**src/rsq_pkg.sv**
```systemverilog
package rsq_pkg;

    // Command codes
    localparam logic [5:0] CMD_IDLE = 6'h00;
    localparam logic [5:0] CMD_TRANSMIT = 6'h1A;
    localparam logic [5:0] CMD_POWER_UP_INIT_COMMAND = 6'h3F;

    // APB byte offsets
    localparam logic [7:0] ADDR_PAGE = 8'h00;
    localparam logic [7:0] ADDR_STATUS = 8'h04;
    localparam logic [7:0] ADDR_COMMAND = 8'h08;
    localparam logic [7:0] ADDR_FIFO_DATA = 8'h0C;
    localparam logic [7:0] ADDR_FIFO_LEVEL = 8'h10;
    localparam logic [7:0] ADDR_IRQ = 8'h14;
    localparam logic [7:0] ADDR_FRAME_CHECK = 8'h18;
    localparam logic [7:0] ADDR_PARTIAL_BYTE = 8'h1C;

    // Field positions
    localparam int FCC_PARITY_BIT = 0;
    localparam int FCC_ODD_BIT = 1;
    localparam int FCC_CRC_BIT = 2;
    localparam int IRQ_CMD_DONE_BIT = 0;
    localparam int IRQ_SEND_DONE_BIT = 1;
    localparam int STATUS_PHASE_LSB = 4;

    // Values loaded by the initialization phase (stand-ins for nonvolatile contents) and the number of load steps
    localparam logic [3:0] EE_FRAME_CHECK = 4'h3;
    localparam logic [6:0] EE_PAGE = 7'h00;
    localparam logic [2:0] INIT_LOAD_STEPS = 3'h2;

    // Frame check
    localparam logic [15:0] CRC_PRESET = 16'h6363;
    localparam logic [15:0] CRC_POLY = 16'h8408;

    // Timing
    localparam int CLK_PERIOD_NS = 20;
    localparam int BIT_TIME_NS = 9440;
    localparam int BIT_CYCLES = (BIT_TIME_NS + CLK_PERIOD_NS - 1) / CLK_PERIOD_NS;

    // Link phase codes
    localparam logic [2:0] PH_IDLE = 3'h0;
    localparam logic [2:0] PH_WAIT = 3'h1;
    localparam logic [2:0] PH_SOF = 3'h2;
    localparam logic [2:0] PH_DATA = 3'h3;
    localparam logic [2:0] PH_EOF = 3'h4;

    typedef enum logic [2:0] {
        ST_POWER_UP_INIT_COMMAND = 3'b000,
        ST_LOAD = 3'b001,
        ST_IDLE = 3'b011,
        ST_ARMED = 3'b010,
        ST_SOF = 3'b110,
        ST_DATA = 3'b111,
        ST_EOF = 3'b101
    } rsq_state_t;

endpackage

```
**src/rsq_top.sv**
```systemverilog
// Contract
// RULE1 - Init runs only after power or pin reset
// RULE2 - Init: reset register bits, then load values; the FIFO level count is not cleared
// RULE3 - Init end executes idle command automatically
// RULE4 - Host polls for idle before any write
// RULE5 - During init only page register reads succeed
// RULE6 - Init cannot be interrupted by host
// RULE7 - Host idle aborts command without done flag
// RULE8 - Command finishing itself sets command done flag
// RULE9 - Abort leaves FIFO data and level intact
// RULE10 - Transmit starts only by host command write
// RULE11 - Host may preload up to 64 bytes
// RULE12 - Transmit on empty FIFO waits for data
// RULE13 - Bytes written during transmit are appended
// RULE14 - Empty FIFO at byte request ends transmit
// RULE15 - Finished frame sets send done flag
// RULE16 - Other command halts sending next clock
// RULE17 - Frame is SOF, data, EOF; phase reported
// RULE18 - Optional CRC append; parity per configuration
// RULE19 - Nonzero last bit count shortens final byte
// RULE20 - Parity after full bytes only
// RULE21 - Last bit count cleared after transmission
// RULE22 - Host clears CRC enable for partial bytes
// RULE23 - Partial byte sent LSB first, then EOF
// RULE24 - FIFO checked one bit before last bit
//
// Chosen here: the address map and the APB slave port.
`timescale 1ns/100ps
`default_nettype none

module rsq_top #(
    parameter int FIFO_DEPTH = 64,
    parameter int BIT_CYCLES = rsq_pkg::BIT_CYCLES
) (
    input wire logic CLK_I,
    input wire logic RST_I,
    input wire logic DIGITAL_SUPPLY_POR_I,
    input wire logic ANALOG_SUPPLY_POR_I,
    input wire logic RESET_POWERDOWN_PIN_I,
    input wire logic PSEL_I,
    input wire logic PENABLE_I,
    input wire logic PWRITE_I,
    input wire logic [7:0] PADDR_I,
    input wire logic [31:0] PWDATA_I,
    output logic [31:0] PRDATA_O,
    output logic PREADY_O,
    output logic PSLVERR_O,
    output logic TX_O,
    output logic TX_EN_O
);

    localparam int AW = $clog2(FIFO_DEPTH);

    typedef struct packed {
        rsq_pkg::rsq_state_t st;
        logic [5:0] cmd;
        logic [6:0] page;
        logic [3:0] fcc;
        logic [2:0] last_bits;
        logic [1:0] irq;
        logic [FIFO_DEPTH-1:0][7:0] mem;
        logic [AW-1:0] wp;
        logic [AW-1:0] rp;
        logic [AW:0] cnt;
        logic [15:0] tmr;
        logic [3:0] pos;
        logic [3:0] nbits;
        logic par_on;
        logic par_bit;
        logic partial;
        logic [7:0] sh;
        logic [15:0] crc;
        logic [1:0] crc_idx;
        logic more;
        logic [2:0] init_cnt;
        logic [2:0] s1;
        logic [2:0] s2;
        logic [2:0] s3;
        logic tx;
        logic tx_en;
        logic [31:0] prdata;
        logic pready;
        logic pslverr;
    } rsq_regs_t;

    rsq_regs_t r_reg;
    rsq_regs_t r_next;

    logic acc;
    logic done;
    logic busy;
    logic tx_state;
    logic trig;
    logic tick;
    logic wr;
    logic cmd_wr;
    logic halt;
    logic err;
    logic push;
    logic pop;
    logic ld;
    logic ld_fifo;
    logic [7:0] ld_byte;
    logic [7:0] rd;
    logic [3:0] unit_len;
    logic [2:0] phase;
    logic avail;
    logic cbit;

    assign acc = PSEL_I & PENABLE_I;
    assign done = acc & r_reg.pready;
    assign busy = (r_reg.st == rsq_pkg::ST_POWER_UP_INIT_COMMAND) || (r_reg.st == rsq_pkg::ST_LOAD);
    assign tx_state = (r_reg.st == rsq_pkg::ST_ARMED) || (r_reg.st == rsq_pkg::ST_SOF) ||
                      (r_reg.st == rsq_pkg::ST_DATA) || (r_reg.st == rsq_pkg::ST_EOF);
    // Rising supply POR or falling pin edge, synchronised
    assign trig = (r_reg.s2[0] & ~r_reg.s3[0]) | (r_reg.s2[1] & ~r_reg.s3[1]) |
                  (~r_reg.s2[2] & r_reg.s3[2]); // RULE1
    assign tick = (r_reg.tmr == 16'h0000);
    assign unit_len = r_reg.nbits + {3'b000, r_reg.par_on};
    assign cbit = r_reg.sh[r_reg.pos[2:0]];

    always_comb begin
        case (r_reg.st)
            rsq_pkg::ST_ARMED: phase = rsq_pkg::PH_WAIT;
            rsq_pkg::ST_SOF: phase = rsq_pkg::PH_SOF;
            rsq_pkg::ST_DATA: phase = rsq_pkg::PH_DATA;
            rsq_pkg::ST_EOF: phase = rsq_pkg::PH_EOF;
            default: phase = rsq_pkg::PH_IDLE;
        endcase
    end

    always_comb begin
        r_next = r_reg;
        push = 1'b0;
        pop = 1'b0;
        ld = 1'b0;
        ld_fifo = 1'b0;
        ld_byte = 8'h00;
        rd = 8'h00;
        err = 1'b0;
        avail = 1'b0;
        r_next.s1 = {RESET_POWERDOWN_PIN_I, ANALOG_SUPPLY_POR_I, DIGITAL_SUPPLY_POR_I};
        r_next.s2 = r_reg.s1;
        r_next.s3 = r_reg.s2;

        // Register read decode
        case (PADDR_I)
            rsq_pkg::ADDR_PAGE: rd = {busy, r_reg.page};
            rsq_pkg::ADDR_STATUS: rd = {1'b0, phase, 1'b0, 1'b0,
                                        r_reg.cnt == (AW+1)'(FIFO_DEPTH), r_reg.cnt == '0};
            rsq_pkg::ADDR_COMMAND: rd = {2'b00, r_reg.cmd};
            rsq_pkg::ADDR_FIFO_DATA: rd = 8'h00;
            rsq_pkg::ADDR_FIFO_LEVEL: rd = 8'(r_reg.cnt);
            rsq_pkg::ADDR_IRQ: rd = {6'h00, r_reg.irq};
            rsq_pkg::ADDR_FRAME_CHECK: rd = {4'h0, r_reg.fcc};
            rsq_pkg::ADDR_PARTIAL_BYTE: rd = {5'h00, r_reg.last_bits};
            default: err = 1'b1;
        endcase
        if (busy && (PWRITE_I || PADDR_I != rsq_pkg::ADDR_PAGE)) begin
            err = 1'b1; // RULE5
        end
        if (PWRITE_I && PADDR_I == rsq_pkg::ADDR_COMMAND && PWDATA_I[5:0] == rsq_pkg::CMD_POWER_UP_INIT_COMMAND) begin
            err = 1'b1; // RULE1
        end
        r_next.pready = acc & ~r_reg.pready;
        r_next.pslverr = acc & ~r_reg.pready & err;
        r_next.prdata = (acc & ~r_reg.pready & ~PWRITE_I & ~err) ? {24'h00_0000, rd} : 32'h0000_0000;

        wr = done & PWRITE_I & ~r_reg.pslverr;
        cmd_wr = wr && (PADDR_I == rsq_pkg::ADDR_COMMAND);
        halt = cmd_wr && tx_state && (PWDATA_I[5:0] != rsq_pkg::CMD_TRANSMIT); // RULE16
        if (wr && PADDR_I == rsq_pkg::ADDR_IRQ) begin
            r_next.irq = r_reg.irq & ~PWDATA_I[1:0];
        end
        if (tx_state && r_reg.st != rsq_pkg::ST_ARMED) begin
            r_next.tmr = tick ? 16'(BIT_CYCLES - 1) : r_reg.tmr - 16'h0001;
        end

        if (!halt) begin
            case (r_reg.st)
                rsq_pkg::ST_POWER_UP_INIT_COMMAND: begin
                    // Reset phase
                    r_next.cmd = rsq_pkg::CMD_POWER_UP_INIT_COMMAND; // RULE2
                    r_next.fcc = 4'h0;
                    r_next.last_bits = 3'h0;
                    r_next.irq = 2'b00;
                    r_next.page = 7'h00;
                    r_next.wp = '0;
                    r_next.rp = '0;
                    r_next.cnt = '0;
                    r_next.init_cnt = 3'h0;
                    r_next.st = rsq_pkg::ST_LOAD;
                end
                rsq_pkg::ST_LOAD: begin
                    // Load phase, one register per step
                    case (r_reg.init_cnt)
                        3'h0: r_next.fcc = rsq_pkg::EE_FRAME_CHECK; // RULE2
                        default: r_next.page = rsq_pkg::EE_PAGE;
                    endcase
                    r_next.init_cnt = r_reg.init_cnt + 3'h1;
                    if (r_reg.init_cnt == rsq_pkg::INIT_LOAD_STEPS - 3'h1) begin
                        r_next.st = rsq_pkg::ST_IDLE; // RULE3 RULE6
                        r_next.cmd = rsq_pkg::CMD_IDLE;
                        r_next.irq[rsq_pkg::IRQ_CMD_DONE_BIT] = 1'b1; // RULE8
                    end
                end
                rsq_pkg::ST_ARMED: begin
                    if (r_reg.cnt != '0) begin
                        r_next.st = rsq_pkg::ST_SOF; // RULE12
                        r_next.tmr = 16'(BIT_CYCLES - 1);
                        r_next.crc = rsq_pkg::CRC_PRESET;
                        r_next.crc_idx = 2'b00;
                    end
                end
                rsq_pkg::ST_SOF: begin
                    if (tick) begin
                        ld = 1'b1;
                        ld_fifo = 1'b1;
                    end
                end
                rsq_pkg::ST_DATA: begin
                    if (tick) begin
                        if (r_reg.pos < r_reg.nbits && r_reg.crc_idx == 2'b00) begin
                            r_next.crc = (r_reg.crc >> 1) ^
                                         ((r_reg.crc[0] ^ cbit) ? rsq_pkg::CRC_POLY : 16'h0000); // RULE18
                        end
                        if (r_reg.pos == unit_len - 4'h1) begin
                            avail = (unit_len == 4'h1) ? (r_reg.cnt != '0) : r_reg.more;
                            if (!r_reg.partial && r_reg.crc_idx == 2'b00 && avail && r_reg.cnt != '0) begin
                                ld = 1'b1; // RULE13
                                ld_fifo = 1'b1;
                            end else if (!r_reg.partial && r_reg.fcc[rsq_pkg::FCC_CRC_BIT] &&
                                         r_reg.crc_idx != 2'b10) begin
                                ld = 1'b1; // RULE18
                                ld_byte = (r_reg.crc_idx == 2'b00) ? r_next.crc[7:0] : r_reg.crc[15:8];
                                r_next.crc_idx = r_reg.crc_idx + 2'b01;
                            end else begin
                                r_next.st = rsq_pkg::ST_EOF; // RULE14 RULE23
                            end
                        end else begin
                            r_next.pos = r_reg.pos + 4'h1;
                            if (r_reg.pos == unit_len - 4'h2) begin
                                r_next.more = (r_reg.cnt != '0); // RULE24
                            end
                        end
                    end
                end
                rsq_pkg::ST_EOF: begin
                    if (tick) begin
                        r_next.st = rsq_pkg::ST_IDLE; // RULE17
                        r_next.cmd = rsq_pkg::CMD_IDLE;
                        r_next.irq = 2'b11; // RULE8 RULE15
                        r_next.last_bits = 3'h0; // RULE21
                    end
                end
                default: begin
                end
            endcase
        end

        if (ld) begin
            if (ld_fifo) begin
                pop = 1'b1;
                ld_byte = r_reg.mem[r_reg.rp];
                r_next.partial = (r_reg.last_bits != 3'h0) && (r_reg.cnt == (AW+1)'(1)); // RULE19
            end else begin
                r_next.partial = 1'b0;
            end
            r_next.sh = ld_byte;
            r_next.nbits = r_next.partial ? {1'b0, r_reg.last_bits} : 4'h8; // RULE19
            r_next.par_on = r_reg.fcc[rsq_pkg::FCC_PARITY_BIT] & ~r_next.partial; // RULE20
            r_next.par_bit = ^ld_byte ^ r_reg.fcc[rsq_pkg::FCC_ODD_BIT]; // RULE18
            r_next.pos = 4'h0;
            r_next.more = 1'b0;
            r_next.st = rsq_pkg::ST_DATA;
        end

        if (wr) begin
            case (PADDR_I)
                rsq_pkg::ADDR_PAGE: r_next.page = PWDATA_I[6:0];
                rsq_pkg::ADDR_FRAME_CHECK: r_next.fcc = PWDATA_I[3:0];
                rsq_pkg::ADDR_PARTIAL_BYTE: r_next.last_bits = PWDATA_I[2:0];
                rsq_pkg::ADDR_FIFO_DATA: push = (r_reg.cnt != (AW+1)'(FIFO_DEPTH)) || pop;
                rsq_pkg::ADDR_COMMAND: begin
                    if (halt || !tx_state) begin
                        // Abort keeps FIFO untouched and raises no flag
                        r_next.st = rsq_pkg::ST_IDLE; // RULE7 RULE9
                        r_next.cmd = rsq_pkg::CMD_IDLE;
                        if (!tx_state && PWDATA_I[5:0] == rsq_pkg::CMD_TRANSMIT) begin
                            r_next.st = rsq_pkg::ST_ARMED; // RULE10
                            r_next.cmd = rsq_pkg::CMD_TRANSMIT;
                        end
                    end
                end
                default: begin
                end
            endcase
        end
        if (push) begin
            r_next.mem[r_reg.wp] = PWDATA_I[7:0];
            r_next.wp = r_reg.wp + AW'(1);
        end
        if (pop) begin
            r_next.rp = r_reg.rp + AW'(1);
        end
        r_next.cnt = r_reg.cnt + (AW+1)'(push) - (AW+1)'(pop);

        if (trig) begin
            r_next.st = rsq_pkg::ST_POWER_UP_INIT_COMMAND; // RULE1
        end
        case (r_next.st)
            rsq_pkg::ST_SOF: r_next.tx = 1'b1;
            rsq_pkg::ST_DATA: r_next.tx = (r_next.pos < r_next.nbits) ? r_next.sh[r_next.pos[2:0]]
                                                                      : r_next.par_bit;
            default: r_next.tx = 1'b0;
        endcase
        r_next.tx_en = (r_next.st == rsq_pkg::ST_SOF) || (r_next.st == rsq_pkg::ST_DATA) ||
                       (r_next.st == rsq_pkg::ST_EOF); // RULE17
    end

    always_ff @(posedge CLK_I or posedge RST_I) begin
        if (RST_I) begin
            r_reg <= '0;
        end else begin
            r_reg <= r_next;
        end
    end

    assign PRDATA_O = r_reg.prdata;
    assign PREADY_O = r_reg.pready;
    assign PSLVERR_O = r_reg.pslverr;
    assign TX_O = r_reg.tx;
    assign TX_EN_O = r_reg.tx_en;
endmodule

`default_nettype wire

```
**config.mk**
```make
export PLATFORM = sky130hd
export DESIGN_NAME = rsq_top
export DESIGN_NICKNAME = d
export VERILOG_FILES = /design/src/rsq_pkg.sv /design/src/rsq_top.sv
export SDC_FILE = /design/constraint.sdc
export NUM_CORES = 1
export LEC_CHECK = 0
export BUFFER_PORTS_ARGS = -buffer_cell sky130_fd_sc_hd__buf_2
export CORE_MARGIN = 4
export CORE_UTILIZATION = 35
export CTS_CLUSTER_SIZE = 40
export DETAILED_ROUTE_END_ITERATION = 8
export REMOVE_ABC_BUFFERS = 1
export SYNTH_ARGS = -nofsm -noshare
export SYNTH_HDL_FRONTEND = slang
export SYNTH_SLANG_ARGS = --single-unit
```
**constraint.sdc**
```tcl
create_clock -name CLK_I -period 22.7 [get_ports CLK_I]
set_input_delay 2.27 -clock CLK_I [delete_from_list [all_inputs] [get_ports CLK_I]]
set_output_delay 2.27 -clock CLK_I [all_outputs]
set_load 0.1 [all_outputs]
```
Word level (Yosys, flattened, before mapping)
Index checks and enable logic that the tools add are counted.
{ "classes": {"addsub": 11, "n_mul": 0, "n_div": 0, "order_cmp": 7, "n_eq_ne": 37, "n_shift": 0, "muxes": 99, "bitwise_logic": 28, "n_reduce_logical": 53} }
{ "ops": {"columns": ["operator", "n"], "rows": [
  ["$bwmux W512", 1],
  ["$mux W16", 6],
  ["$mux W8", 12],
  ["$mux W19", 3],
  ["$pmux W8 S7", 1],
  ["$bmux W8 S6", 1],
  ["$demux W8 S6", 1],
  ["$mux W39", 1],
  ["$mux W9", 4],
  ["$pmux W18 S2", 1],
  ["$eq A8 B5 Y1 const B", 4],
  ["$mux W1", 28],
  ["$mux W4", 7],
  ["$mux W25", 1],
  ["$mux W3", 8],
  ["$mux W23", 1],
  ["$pmux W11 S2", 1],
  ["$mux W7", 3],
  ["$eq A3 B3 Y1 const B", 6],
  ["$mux W18", 1],
  ["$pmux W6 S3", 1],
  ["$logic_and A1 B1 Y1", 17],
  ["$eq A8 B4 Y1 const B", 2],
  ["$logic_not A16 Y1", 1],
  ["other kinds (61)", 123]
]} }
{ "word_totals": {"regBits": 634, "latchBits": 0, "mem_bits_rw": 0, "romBits": 0, "input_bits": 48, "output_inout_bits": 36, "word_cells": 328, "mem_count": 0} }

Longest topological paths before layout
Gate-level depths: netlist of run 1.
{ "logic_depth": {"word_depth": 22, "ltp_mapped": 21, "depth_no_buf": 20} }

Worst setup path after synthesis of run 1
No wires, ideal clock.
{ "synth_path": {"kind": "input-to-reg", "from": "in PWDATA_I[0]", "to": "reg r_reg[108] (netlist name)", "setup_ns": 0.080, "t_arrival_ns": 5.694, "t_required_ns": 22.620, "setup_slack_ns": 16.927, "cell_stages": 18, "n_path_buf": 3, "path_cell_list": "clkbuf_1 -> or4_1 -> clkbuf_1 -> a31o_2 -> nor2_2 -> o21ai_1 -> a2111o_1 -> buf_1 -> ha_1 -> inv_1 -> ha_1 -> fa_1 -> a21oi_1 -> nor2_1 -> o21ai_0 -> a21oi_1 -> nor2_1 -> xnor2_1"} }
{ "synth_lines": {"columns": ["element", "line_no", "text"], "rows": [
  ["from (decl)", "rsq_top.sv:44", "input wire logic [31:0] PWDATA_I,"],
  ["to (signal assigned)", "rsq_top.sv:325", "r_reg <= r_next;"],
  ["to (decl)", "rsq_top.sv:86", "rsq_regs_t r_reg;"]
]} }

Worst setup path after layout of run 1
{ "layout_path": {"from": "in PWDATA_I[3]", "to": "reg r_reg[225] (netlist name)"} }
{ "layout_via": {"elab_chain_len": 8, "word_cells_on_any_way": 9, "classes_between": "1 x eq/ne; 6 x mux; 2 x reduce/logical"} }
{ "layout_lines": {"columns": ["element", "line_no", "text"], "rows": [
  ["$ne A6 B5 Y1 (*)", "rsq_top.sv:171", "halt = cmd_wr && tx_state && (PWDATA_I[5:0] != rsq_pkg::CMD_TRANSMIT);"],
  ["$logic_and A1 B1 Y1 (*)", "rsq_top.sv:171", null],
  ["$mux W1", "rsq_top.sv:179", "if (!halt) begin"],
  ["$mux W1", "rsq_top.sv:262", "if (ld_fifo) begin"],
  ["$mux W1 (*)", "rsq_top.sv:261", "if (ld) begin"],
  ["$logic_or A1 B1 Y1 (*)", "rsq_top.sv:283", "rsq_pkg::ADDR_FIFO_DATA: push = (r_reg.cnt != (AW+1)'(FIFO_DEPTH)) || pop;"],
  ["$mux W1 (*)", "rsq_top.sv:279", "case (PADDR_I)"],
  ["$mux W1 (*)", "rsq_top.sv:278", "if (wr) begin"]
]} }
Every way passes the cells marked *; elsewhere a longest branch is shown, timed or not.
A chain may end at the register's enable or synchronous reset.

==> qor.yml, run 1 <==
critical_path:
  startpoint_type: "primary input"
  crit_required_ns: 23.19
  crit_path_max_fanout: 67
  crit_type: "primary input to flop"
  worst_ep_arrival_time_ns: 8.00
  setup.worst_path.end_class: "flop"
timing:
  period_share: 0.3306
  setup_tns_ns: 0
  max_slew.worst_pin.slew_ns: 1.253
  hold_viol_final: 0
  setup_viol: 0
  rsz0062_at_grt: "false"
  drv_slew: 0
  max_freq_ghz: 0.1332
  fin_skew_ns: 0.03979
  finalCriticalPeriod_ns: 7.505
  fin_hold_ws_ns: 0.3567
  slew_headroom: 0.1590
logic_synthesis:
  synth_warnings: 0
  synthArstFlopShare: 1.000
  avgSynthCellArea_um2: 13.47
  syn_inst: 2263
  synth_largest_area_cell: "dfrtp_1"
  synth_top_area_frac: 0.5206
  ys.flop_type: "dfrtp_1"
  yosysSeqAreaShare: 0.5206
  synth_edf_count: 0
  synth_area_leaders: "dfrtp_1, mux2_2, mux4_2, nand2_1, mux2i_1"
  ys_seq_elements: 634
  syn_area_mm2: 0.03048
  synth_cell_types: 74
clock_network:
  numCtsBuffers: 68
  cts_num_sinks: 634
  ctsHoldBuffers: 0
  post_cts_buffers: 0
  cts_tree: "done"
  ctsLongestPathBuffers: 3
  path_clk_slew_ns: 0.05
  post_cts_resized: 0
  clock-root-buffer: "clkbuf_16"
  clk_latency_ns: 0.62
  htree_levels: 3
die:
  chipHeight_um: 303.1
  pin_count: 84
  die_w_um: 303.1
  rows: 107
  start_util: 0.3551
  core_mm2: 0.08582
  design.die.area_mm2: 0.09186
power_and_ir_drop:
  max-vdd-ir-drop_uv: 43.68
  p_per_area_mw_per_mm2: 72.73
  total_leakage_power_nw: 16.11
grt:
  antenna_found_initial: 1
  grt_pass1_vias: 19922
  overflow: 0
  track_usage: 0.1704
  grt_max_degree: 130
  grt_pass1_wl_um: 120800
routing:
  wl_um: 77230
  via_count: 18754
  remaining_drc_errors: 0
  drt-pass1-iter-count: 5
  drtIter0Drc: 1239
  routedWlPerCell_um: 22.39
  drt-vias-per-instance: 5.438
  postRouteAntennaNets: 0
job:
  drv_cap: 0
placement:
  place_congestion: 0.8455
  numPortBuffers: 35
  dp_hpwl_um: 49880
worst_hold_path:
  holdCritPathClass: "flop to flop"
final_layout:
  drive_gt1_frac: 0.3724
  syn2layout_area_growth_pct: 11.60
  fillers: 7910
  finish.utilization: 0.3963
  nNetsFinal: 2329
  largest_reg_flops: 616
run_status:
  run_status: "completed"
-- cells by family (layout without fill, tap and decap cells) --
family                   after synthesis  count (layout)  synth area share
other                                  1              25         0.0001230
AO/OA/AOI/OAI                        231             231           0.05058
buffers and inverters                211             229           0.03079
flip-flops                           634             634            0.5206
adder cells (fa/ha/maj)               29              29           0.01215
XOR/XNOR                              36              36           0.01129
AND/OR/NAND/NOR                      417             417           0.06815
multiplexers                         704             704            0.3063
-- power breakdown --
group / switching, mW / internal (mW) / total (mW)
clock network: 0.474 / 0.682 / 1.16
registers: 0.0201 / 1.15 / 1.17
logic: 0.107 / 0.0400 / 0.147
-- worst paths after layout --
kind                             startpoint         end  slack, ns  cells after the start
worst max-delay path            PWDATA_I[3]  r_reg[225]      15.19                     12
worst min-delay path             r_next[40]  r_next[37]       0.36                      0
worst max register to register    r_reg[78]  r_reg[225]      16.68                     14
worst min register to register   r_next[40]  r_next[37]       0.36                      0
max in group asynchronous             RST_I  r_reg[179]      18.29                      4
min in group asynchronous             RST_I   r_reg[95]       1.83                      2
-- through the flow --
step	setup WS, ns	power, mW	cell area, um2	instances
6_report	15.19	2.474	34010	3449
3_5_place_dp	14.75	1.338	31660	3326
2_1_floorplan	2.671	1.286	29770	2115
5_1_grt	14.99	2.573	34010	3448
3_3_place_gp	14.84	1.333	31660	3326
4_1_cts	15.39	2.505	34010	3448
-- metal layers --
metal / GRT usage / wire length [um]
met1: 0.2350 / 34610
met4: 0.04901 / 2024
met3: 0.03456 / 4167
met5: 0 / 0
met2: 0.2741 / 36430
-- cell type report --
class | count | area, um2 | area share
Sequential cell | 634 | 15880 | 0.4668
Multi-Input combinational cell | 1441 | 13780 | 0.4051
Clock buffer | 90 | 1916 | 0.05632
Tap cell | 1144 | 1431 | 0.04209
Clock inverter | 32 | 432.9 | 0.01273
Timing Repair Buffer | 67 | 415.4 | 0.01221
Inverter | 40 | 157.7 | 0.004635
Antenna cell | 1 | 2.502 | 0.00007358
-- cell usage in the layout (no fill, tap or decap), types with 24 or more instances in the layout --
master     Yosys  routed
inv_1         39      38
conb_1         1      24
mux4_2       131     131
mux2i_1       53      53
nand2_1      158     158
nand3_1       33      33
clkbuf_16      0      69
buf_2         21      35
mux2_2       511     511
buf_4         32      32
nor2_1        87      87
a21oi_1       50      50
dfrtp_1      634     631
o21ai_0       50      50
ha_1          28      28
-- synth_stat cells, drive strengths merged, types with 4 or more instances --
cell type	number
a22oi	10
and2	9
nor3	23
nand4	8
clkbuf	99
or4	4
mux2i	53
mux4	131
a21o	10
a311oi	5
o211ai	6
xor2	13
ha	28
a21oi	50
or2	6
nand3	33
a221oi	4
o22a	7
nor2	88
or3	9
o21ai	52
xnor2	21
nor3b	9
a211oi	10
o31ai	4
nand2	174
mux2	520
nor4	13
a31oi	8
nor2b	8
o22ai	16
a211o	6
buf	72
a22o	18
inv	39
nand2b	16
and3	6
dfrtp	634
-- critical path, cell delays in order --
cell      delay [ns]
buf_2           0.08
buf_4           0.55
nand3_1         0.26
or4_1           0.62
a31o_2          0.34
nor2_2          0.10
o21ai_1         0.42
a2111o_1        0.81
nand2b_1        0.41
nor3b_1         0.92
nand2_1         0.60
mux2_2          0.44
Note: power is estimated with default switching activity, not from simulation.
==> inputs of run 2 (changes only) <==
--- a/config.mk
+++ b/config.mk
@@ -5,6 +5,7 @@
 export SDC_FILE = /design/constraint.sdc
 export NUM_CORES = 1
 export LEC_CHECK = 0
+export ABC_AREA = 1
 export BUFFER_PORTS_ARGS = -buffer_cell sky130_fd_sc_hd__buf_2
 export CORE_MARGIN = 4
 export CORE_UTILIZATION = 35
==> constraint.sdc (replaced) <==
create_clock -name CLK_I -period 7.2 [get_ports CLK_I]
set_input_delay 0.72 -clock CLK_I [delete_from_list [all_inputs] [get_ports CLK_I]]
set_output_delay 0.72 -clock CLK_I [all_outputs]
set_load 0.1 [all_outputs]
==> qor.yml, run 2 <==
run_status:
  run_status: "completed"
critical_path:
  worst_ep_arrival_time_ns: 5.02  # -2.98 ns
  r2r_cells: 25  # +11
  crit_type: "flop to flop"
  startpoint_type: "flop"
  crit_required_ns: 7.74  # -15.45 ns
  critPathCapture: "r_reg[108]"
  crit_path_max_fanout: 17  # -75%
  setup.worst_path.end_class: "flop"
  rrSetupSlack_ns: 2.72  # -13.96 ns
  max_stage_delay_ns: 0.42  # -0.50 ns
  cp_common_cell: "ha_1"
  critPathSlowestCell: "dfrtp_1"
  r2r-start: "r_reg[77]"
  cp-startpoint: "r_reg[77]"
  worstReg2RegEnd: "r_reg[108]"
die:
  pin_count: 84  # unchanged
  rows: 109  # +1.9%
  die_w_um: 306.9  # +1.2%
  start_util: 0.3532  # -0.001950
  core_mm2: 0.08851  # +3.1%
  design.die.area_mm2: 0.09416  # +2.5%
  chipHeight_um: 306.9  # +1.2%
final_layout:
  largest_reg_flops: 616  # unchanged
  drive_gt1_frac: 0.07339  # -0.2990
  nNetsFinal: 3963  # +70%
  syn2layout_area_growth_pct: 9.954
  layout_common_cells: "nand2_1, o21ai_0, dfrtp_1"
  diodes: 0  # -1
  fillers: 9094  # +15%
  final_common_cell: "nand2_1"
  stdcell_area_mm2: 0.03437  # +1.1%
power_and_ir_drop:
  total_leakage_power_nw: 15.75  # -2.2%
  p_per_area_mw_per_mm2: 238.4  # +230%
  max-vdd-ir-drop_uv: 166.0  # +280%
clock_network:
  clk_latency_ns: 0.64  # +0.02 ns
  cts_num_sinks: 634  # unchanged
  htree_levels: 3  # unchanged
  numCtsBuffers: 72  # +5.9%
  ctsLongestPathBuffers: 3  # unchanged
  cts_tree: "done"
  path_clk_slew_ns: 0.06  # about the same
  post_cts_buffers: 0  # unchanged
  clock-root-buffer: "clkbuf_16"
  ctsHoldBuffers: 0  # unchanged
  post_cts_resized: 0  # unchanged
logic_synthesis:
  synth.most_common_cell: "nand2_1"
  ys.flop_type: "dfrtp_1"
  synth_cell_types: 54  # -27%
  synth.cells.most_frequent: "nand2_1, o21ai_0, dfrtp_1"
  synth-simple-area-share: 0.2428  # +0.1746
  synth_warnings: 0  # unchanged
  synth_top_area_frac: 0.5075  # -0.01306
  synth.area.mux_share: 0.0003202  # -0.3060
  avgSynthCellArea_um2: 7.833  # -42%
  syn_inst: 3991  # +76%
  yosysSeqAreaShare: 0.5075  # -0.01306
  synth_top_family_by_area: "simple AND/OR/NAND/NOR gates"
  synth_compound_area_frac: 0.1580  # +0.1074
  synth_largest_area_cell: "dfrtp_1"
  syn_area_mm2: 0.03126  # +2.6%
  synth_area_leaders: "dfrtp_1, nand2_1, o21ai_0, nor2_1, nand3_1"
  synth_fa_ha_area_frac: 0.01185  # -0.0003050
  synth_xor_xnor_area_share: 0.006404  # -0.004886
  synth_edf_count: 0  # unchanged
  ys_seq_elements: 634  # unchanged
  synthArstFlopShare: 1.000  # unchanged
routing:
  drt-vias-per-instance: 5.108  # -6.1%
  drtIter0Drc: 2395  # +93%
  wl_um: 87540  # +13%
  postRouteAntennaNets: 0  # unchanged
  drt-pass1-iter-count: 6  # +1
  via_count: 26068  # +39%
  routedWlPerCell_um: 17.16  # -23%
  remaining_drc_errors: 0  # unchanged
timing:
  drv_slew: 0  # unchanged
  max_freq_ghz: 0.2234
  setup_tns_ns: 0  # unchanged
  hold_viol_final: 0  # unchanged
  fin_skew_ns: 0.03675  # -0.003042 ns
  period_share: 0.6216
  max_slew.worst_pin.slew_ns: 0.9645  # -0.2886 ns
  setup_viol: 0  # unchanged
  finalCriticalPeriod_ns: 4.476
  slew_headroom: 0.3570  # +0.1980
  rsz0062_at_grt: "false"
job:
  drv_cap: 0  # unchanged
grt:
  antenna_found_initial: 0  # -1
  overflow: 0  # unchanged
  grt_max_degree: 161  # +24%
  grt_pass1_vias: 24587  # +23%
  track_usage: 0.1844  # +0.01399
  grt_pass1_wl_um: 140300  # +16%
placement:
  numPortBuffers: 35  # unchanged
  place_area_mm2: 0.03196  # +0.94%
  place_congestion: 0.8469  # +0.17%
  dp_hpwl_um: 51760  # +3.8%
worst_hold_path:
  worstHoldStart: "RESET_POWERDOWN_PIN_I"
  holdCritPathClass: "primary input to flop"
run 2: changes by cell type after synthesis, moves of 37 or more:
cell / before / now
clkbuf_1: 99 / 144
nand3_1: 33 / 196
o21ai_0: 50 / 653
buf_2: 21 / 64
mux4_2: 131 / 0
mux2_2: 511 / 0
inv_1: 39 / 228
a21oi_1: 50 / 97
nand2_2: 0 / 48
nand2_1: 158 / 976
nor2_1: 87 / 549
o21ai_1: 2 / 112
mux2i_1: 53 / 1
o211ai_1: 6 / 43
run 2: critical path: cells and delay by family, from the launching register on:
kind,cells,cell delay [ns]
AO/OA/AOI/OAI,1,0.11
XOR/XNOR,2,0.30
flip-flops,1,0.42
buffers and inverters,3,0.18
adder cells (fa/ha/maj),6,1.87
AND/OR/NAND/NOR,13,1.51
run 2: worst min-delay path by stage:
stage	end	depth (start not counted)	slack, ns
after global routing	r_next[41]	1	0.19
after detailed placement	r_next[36]	0	0.33
final	r_next[41]	1	0.21
after CTS	r_next[41]	1	0.18
after global placement	r_next[36]	0	0.33
after floorplan	r_next[36]	0	0.33
run 2: power by group:
part | internal (mW) | leakage [nW] | switching [mW] | total (mW)
combinational | 0.164 | 5.90 | 0.491 | 0.655
clock | 2.26 | 1.19 | 1.54 | 3.80
sequential | 3.66 | 8.66 | 0.0743 | 3.74
run 2: per-layer routing:
metal	GRT usage	routed length, um
met3	0.02679	4338
met2	0.2913	39460
met5	0	0
met1	0.2643	41300
met4	0.05487	2440
run 2: layout make-up:
type                    instances  area (um2)  share of cell area
clock buffers                  98        2011             0.05850
clock inverters                28       404.1             0.01176
inverters                     250       957.2             0.02785
multi-input cells            2862       13200              0.3840
flip-flops and latches        634       15870              0.4618
well taps                    1165        1458             0.04241
repair buffers                 66       470.5             0.01369
run 2: cells by family (layout without fill, tap and decap cells):
kind of cell,after synthesis,after routing
and+or+nand+nor,1839,1839
AOI/OAI and AO/OA,947,947
DFF,634,634
buffers and inverters,518,442
adders and majority gates,29,29
xor gates and xnor gates,22,22
other,1,24
muxes,1,1
run 2: through the flow:
step | cells | setup WS (ns) | total power, mW | utilization | hold WS (ns)
3_5_place_dp | 4977 | 2.473 | 4.456 | 0.3611 | 0.3347
3_3_place_gp | 4977 | 2.500 | 4.451 | 0.3611 | 0.3328
6_report | 5103 | 2.724 | 8.196 | 0.3883 | 0.2127
4_1_cts | 5103 | 2.726 | 8.269 | 0.3883 | 0.1796
5_1_grt | 5103 | 2.299 | 8.511 | 0.3883 | 0.1879
2_1_floorplan | 3746 | -11.28 | 4.256 | - | 0.3312
==> inputs of run 3 (changes only) <==
==> constraint.sdc (replaced) <==
create_clock -name CLK_I -period 4 [get_ports CLK_I]
set_input_delay 0.4 -clock CLK_I [delete_from_list [all_inputs] [get_ports CLK_I]]
set_output_delay 0.4 -clock CLK_I [all_outputs]
set_load 0.1 [all_outputs]
==> qor.yml, run 3 (synthesized netlist as in run 2, its figures left out) <==
run_status:
  run_status: "completed"
final_layout:
  diodes: 0  # unchanged
  drive_gt1_frac: 0.08415  # +0.01076
  stdcell_count: 5146  # +0.84%
  multi_input_area_mm2: 0.01325  # +0.41%
  stdcell_area_mm2: 0.03487  # +1.5%
  final_common_cell: "nand2_1"
  layout_common_cells: "nand2_1, o21ai_0, dfrtp_1"
  fillers: 9177  # +0.91%
  seq_area_mm2: 0.01587  # unchanged
  syn2layout_area_growth_pct: 11.55
  finish.utilization: 0.3940  # +0.005641
  nNetsFinal: 4007  # +1.1%
  largest_reg_flops: 616  # unchanged
routing:
  remaining_drc_errors: 0  # unchanged
  drt-pass1-iter-count: 5  # -1
  drt-vias-per-instance: 5.097  # -0.22%
  postRouteAntennaNets: 0  # unchanged
  wl_um: 90020  # +2.8%
  drtIter0Drc: 2375  # -0.84%
  routedWlPerCell_um: 17.49  # +2.0%
  via_count: 26231  # +0.63%
die:
  design.die.area_mm2: 0.09416  # unchanged
  rows: 109  # unchanged
  pin_count: 84  # unchanged
  chipHeight_um: 306.9  # unchanged
  core_mm2: 0.08851  # unchanged
  start_util: 0.3532  # unchanged
  die_w_um: 306.9  # unchanged
critical_path:
  crit_type: "flop to flop"
  r2r-start: "r_reg[78]"
  r2r_cells: 28  # +12%
  crit_buf_inv: 4  # +1
  setup.worst_path.end_class: "flop"
  crit_path_max_fanout: 4  # -13
  worstReg2RegEnd: "r_reg[108]"
  crit_required_ns: 4.53  # -3.21 ns
  startpoint_type: "flop"
  worst_ep_arrival_time_ns: 4.30  # -0.72 ns
  critical-path-top-delay-family: "adder cells"
  critPathSlowestCell: "dfrtp_1"
  rrSetupSlack_ns: 0.24  # -2.49 ns
  max_stage_delay_ns: 0.38  # -0.04 ns
timing:
  period_share: 0.9407  # +0.3191
  setup_tns_ns: 0  # unchanged
  fin_skew_ns: 0.01841  # -0.01834 ns
  setup_viol: 0  # unchanged
  finalCriticalPeriod_ns: 3.763  # -0.7126 ns
  slew_headroom: 0.2770  # -0.07999
  fin_hold_ws_ns: 0.03250  # -0.1802 ns
  drv_slew: 0  # unchanged
  layout_setup_ws_ns: 0.2370  # -2.487 ns
  hold_viol_final: 0  # unchanged
  max_slew.worst_pin.slew_ns: 1.084  # +0.1200 ns
  max_freq_ghz: 0.2657  # +19%
power_and_ir_drop:
  total_leakage_power_nw: 15.98  # +1.5%
  p_per_area_mw_per_mm2: 417.3  # +75%
  max-vdd-ir-drop_uv: 308.3  # +86%
  total_power_mw: 14.55  # +78%
clock_network:
  htree_levels: 3  # unchanged
  cts_tree: "done"
  cts_num_sinks: 634  # unchanged
  clock-root-buffer: "clkbuf_16"
  path_clk_slew_ns: 0.06  # about the same
  numCtsBuffers: 71  # -1.4%
  ctsLongestPathBuffers: 3  # unchanged
  clk_latency_ns: 0.62  # -0.02 ns
placement:
  place_ws_ns: 0.04337  # -2.430 ns
  numPortBuffers: 35  # unchanged
  place_area_mm2: 0.03242  # +1.4%
  place_congestion: 0.8676  # +2.4%
  dp_hpwl_um: 56380  # +8.9%
  dp.cells: 5015  # +0.76%
worst_hold_path:
  worstHoldStart: "PWRITE_I"
  holdCritPathClass: "primary input to flop"
  hold_path_depth: 2  # +1
  hold_path_end: "PRDATA_O[7]"
grt:
  grt_pass1_vias: 24847  # +1.1%
  grt_max_degree: 93  # -42%
  overflow: 0  # unchanged
  grt_pass1_wl_um: 144000  # +2.6%
  antenna_found_initial: 1  # +1
  track_usage: 0.1900  # +0.005565
job:
  drv_cap: 0  # unchanged
## run 3: cell types whose count changed in the layout (fill, tap and decap cells not counted), sizes merged
cell,previous run,this run
bufinv,8,3
buf,66,107
clkinv,21,12
clkbuf,98,111
inv,249,248
dlygate4sd3,0,4
## run 3: repair_timing
item                                   in CTS  in global routing
buffers inserted                            0                  3
hold buffers                                4                  0
setup endpoints to repair                   0                 21
endpoints found under the hold margin      44                  0
resized for setup                           0                 11
## run 3: cell type report
type / instances / share of cell area
sequential: 634 / 0.4552
multi-input combinational: 2862 / 0.3801
clock buffer: 111 / 0.06225
tap: 1165 / 0.04180
timing repair buffer: 111 / 0.02849
inverter: 250 / 0.02745
clock inverter: 13 / 0.004772
## run 3: worst max path at each step
stage	start	to	slack, ns	cells after the start
after global routing	r_reg[78]	r_reg[108]	-0.01	28
after detailed placement	r_reg[77]	r_reg[108]	0.04	25
after global placement	r_reg[77]	r_reg[108]	0.03	25
final	r_reg[78]	r_reg[108]	0.24	28
after CTS	r_reg[77]	r_reg[108]	0.01	25
after floorplan	RST_I	PRDATA_O[0]	-14.16	1
## run 3: routing by layer
layer / track usage / share of wire / wire length [um]
met5: 0 / 0.00014 / 13
met4: 0.05476 / 0.028 / 2486
met3: 0.02610 / 0.051 / 4573
met2: 0.3012 / 0.46 / 41070
met1: 0.2729 / 0.47 / 41880
## run 3: report_power, final
part | internal, mW | switching, mW | leakage [nW]
logic | 0.318 | 0.891 | 6.18
clock network | 3.92 | 2.69 | 1.15
registers | 6.60 | 0.134 | 8.66
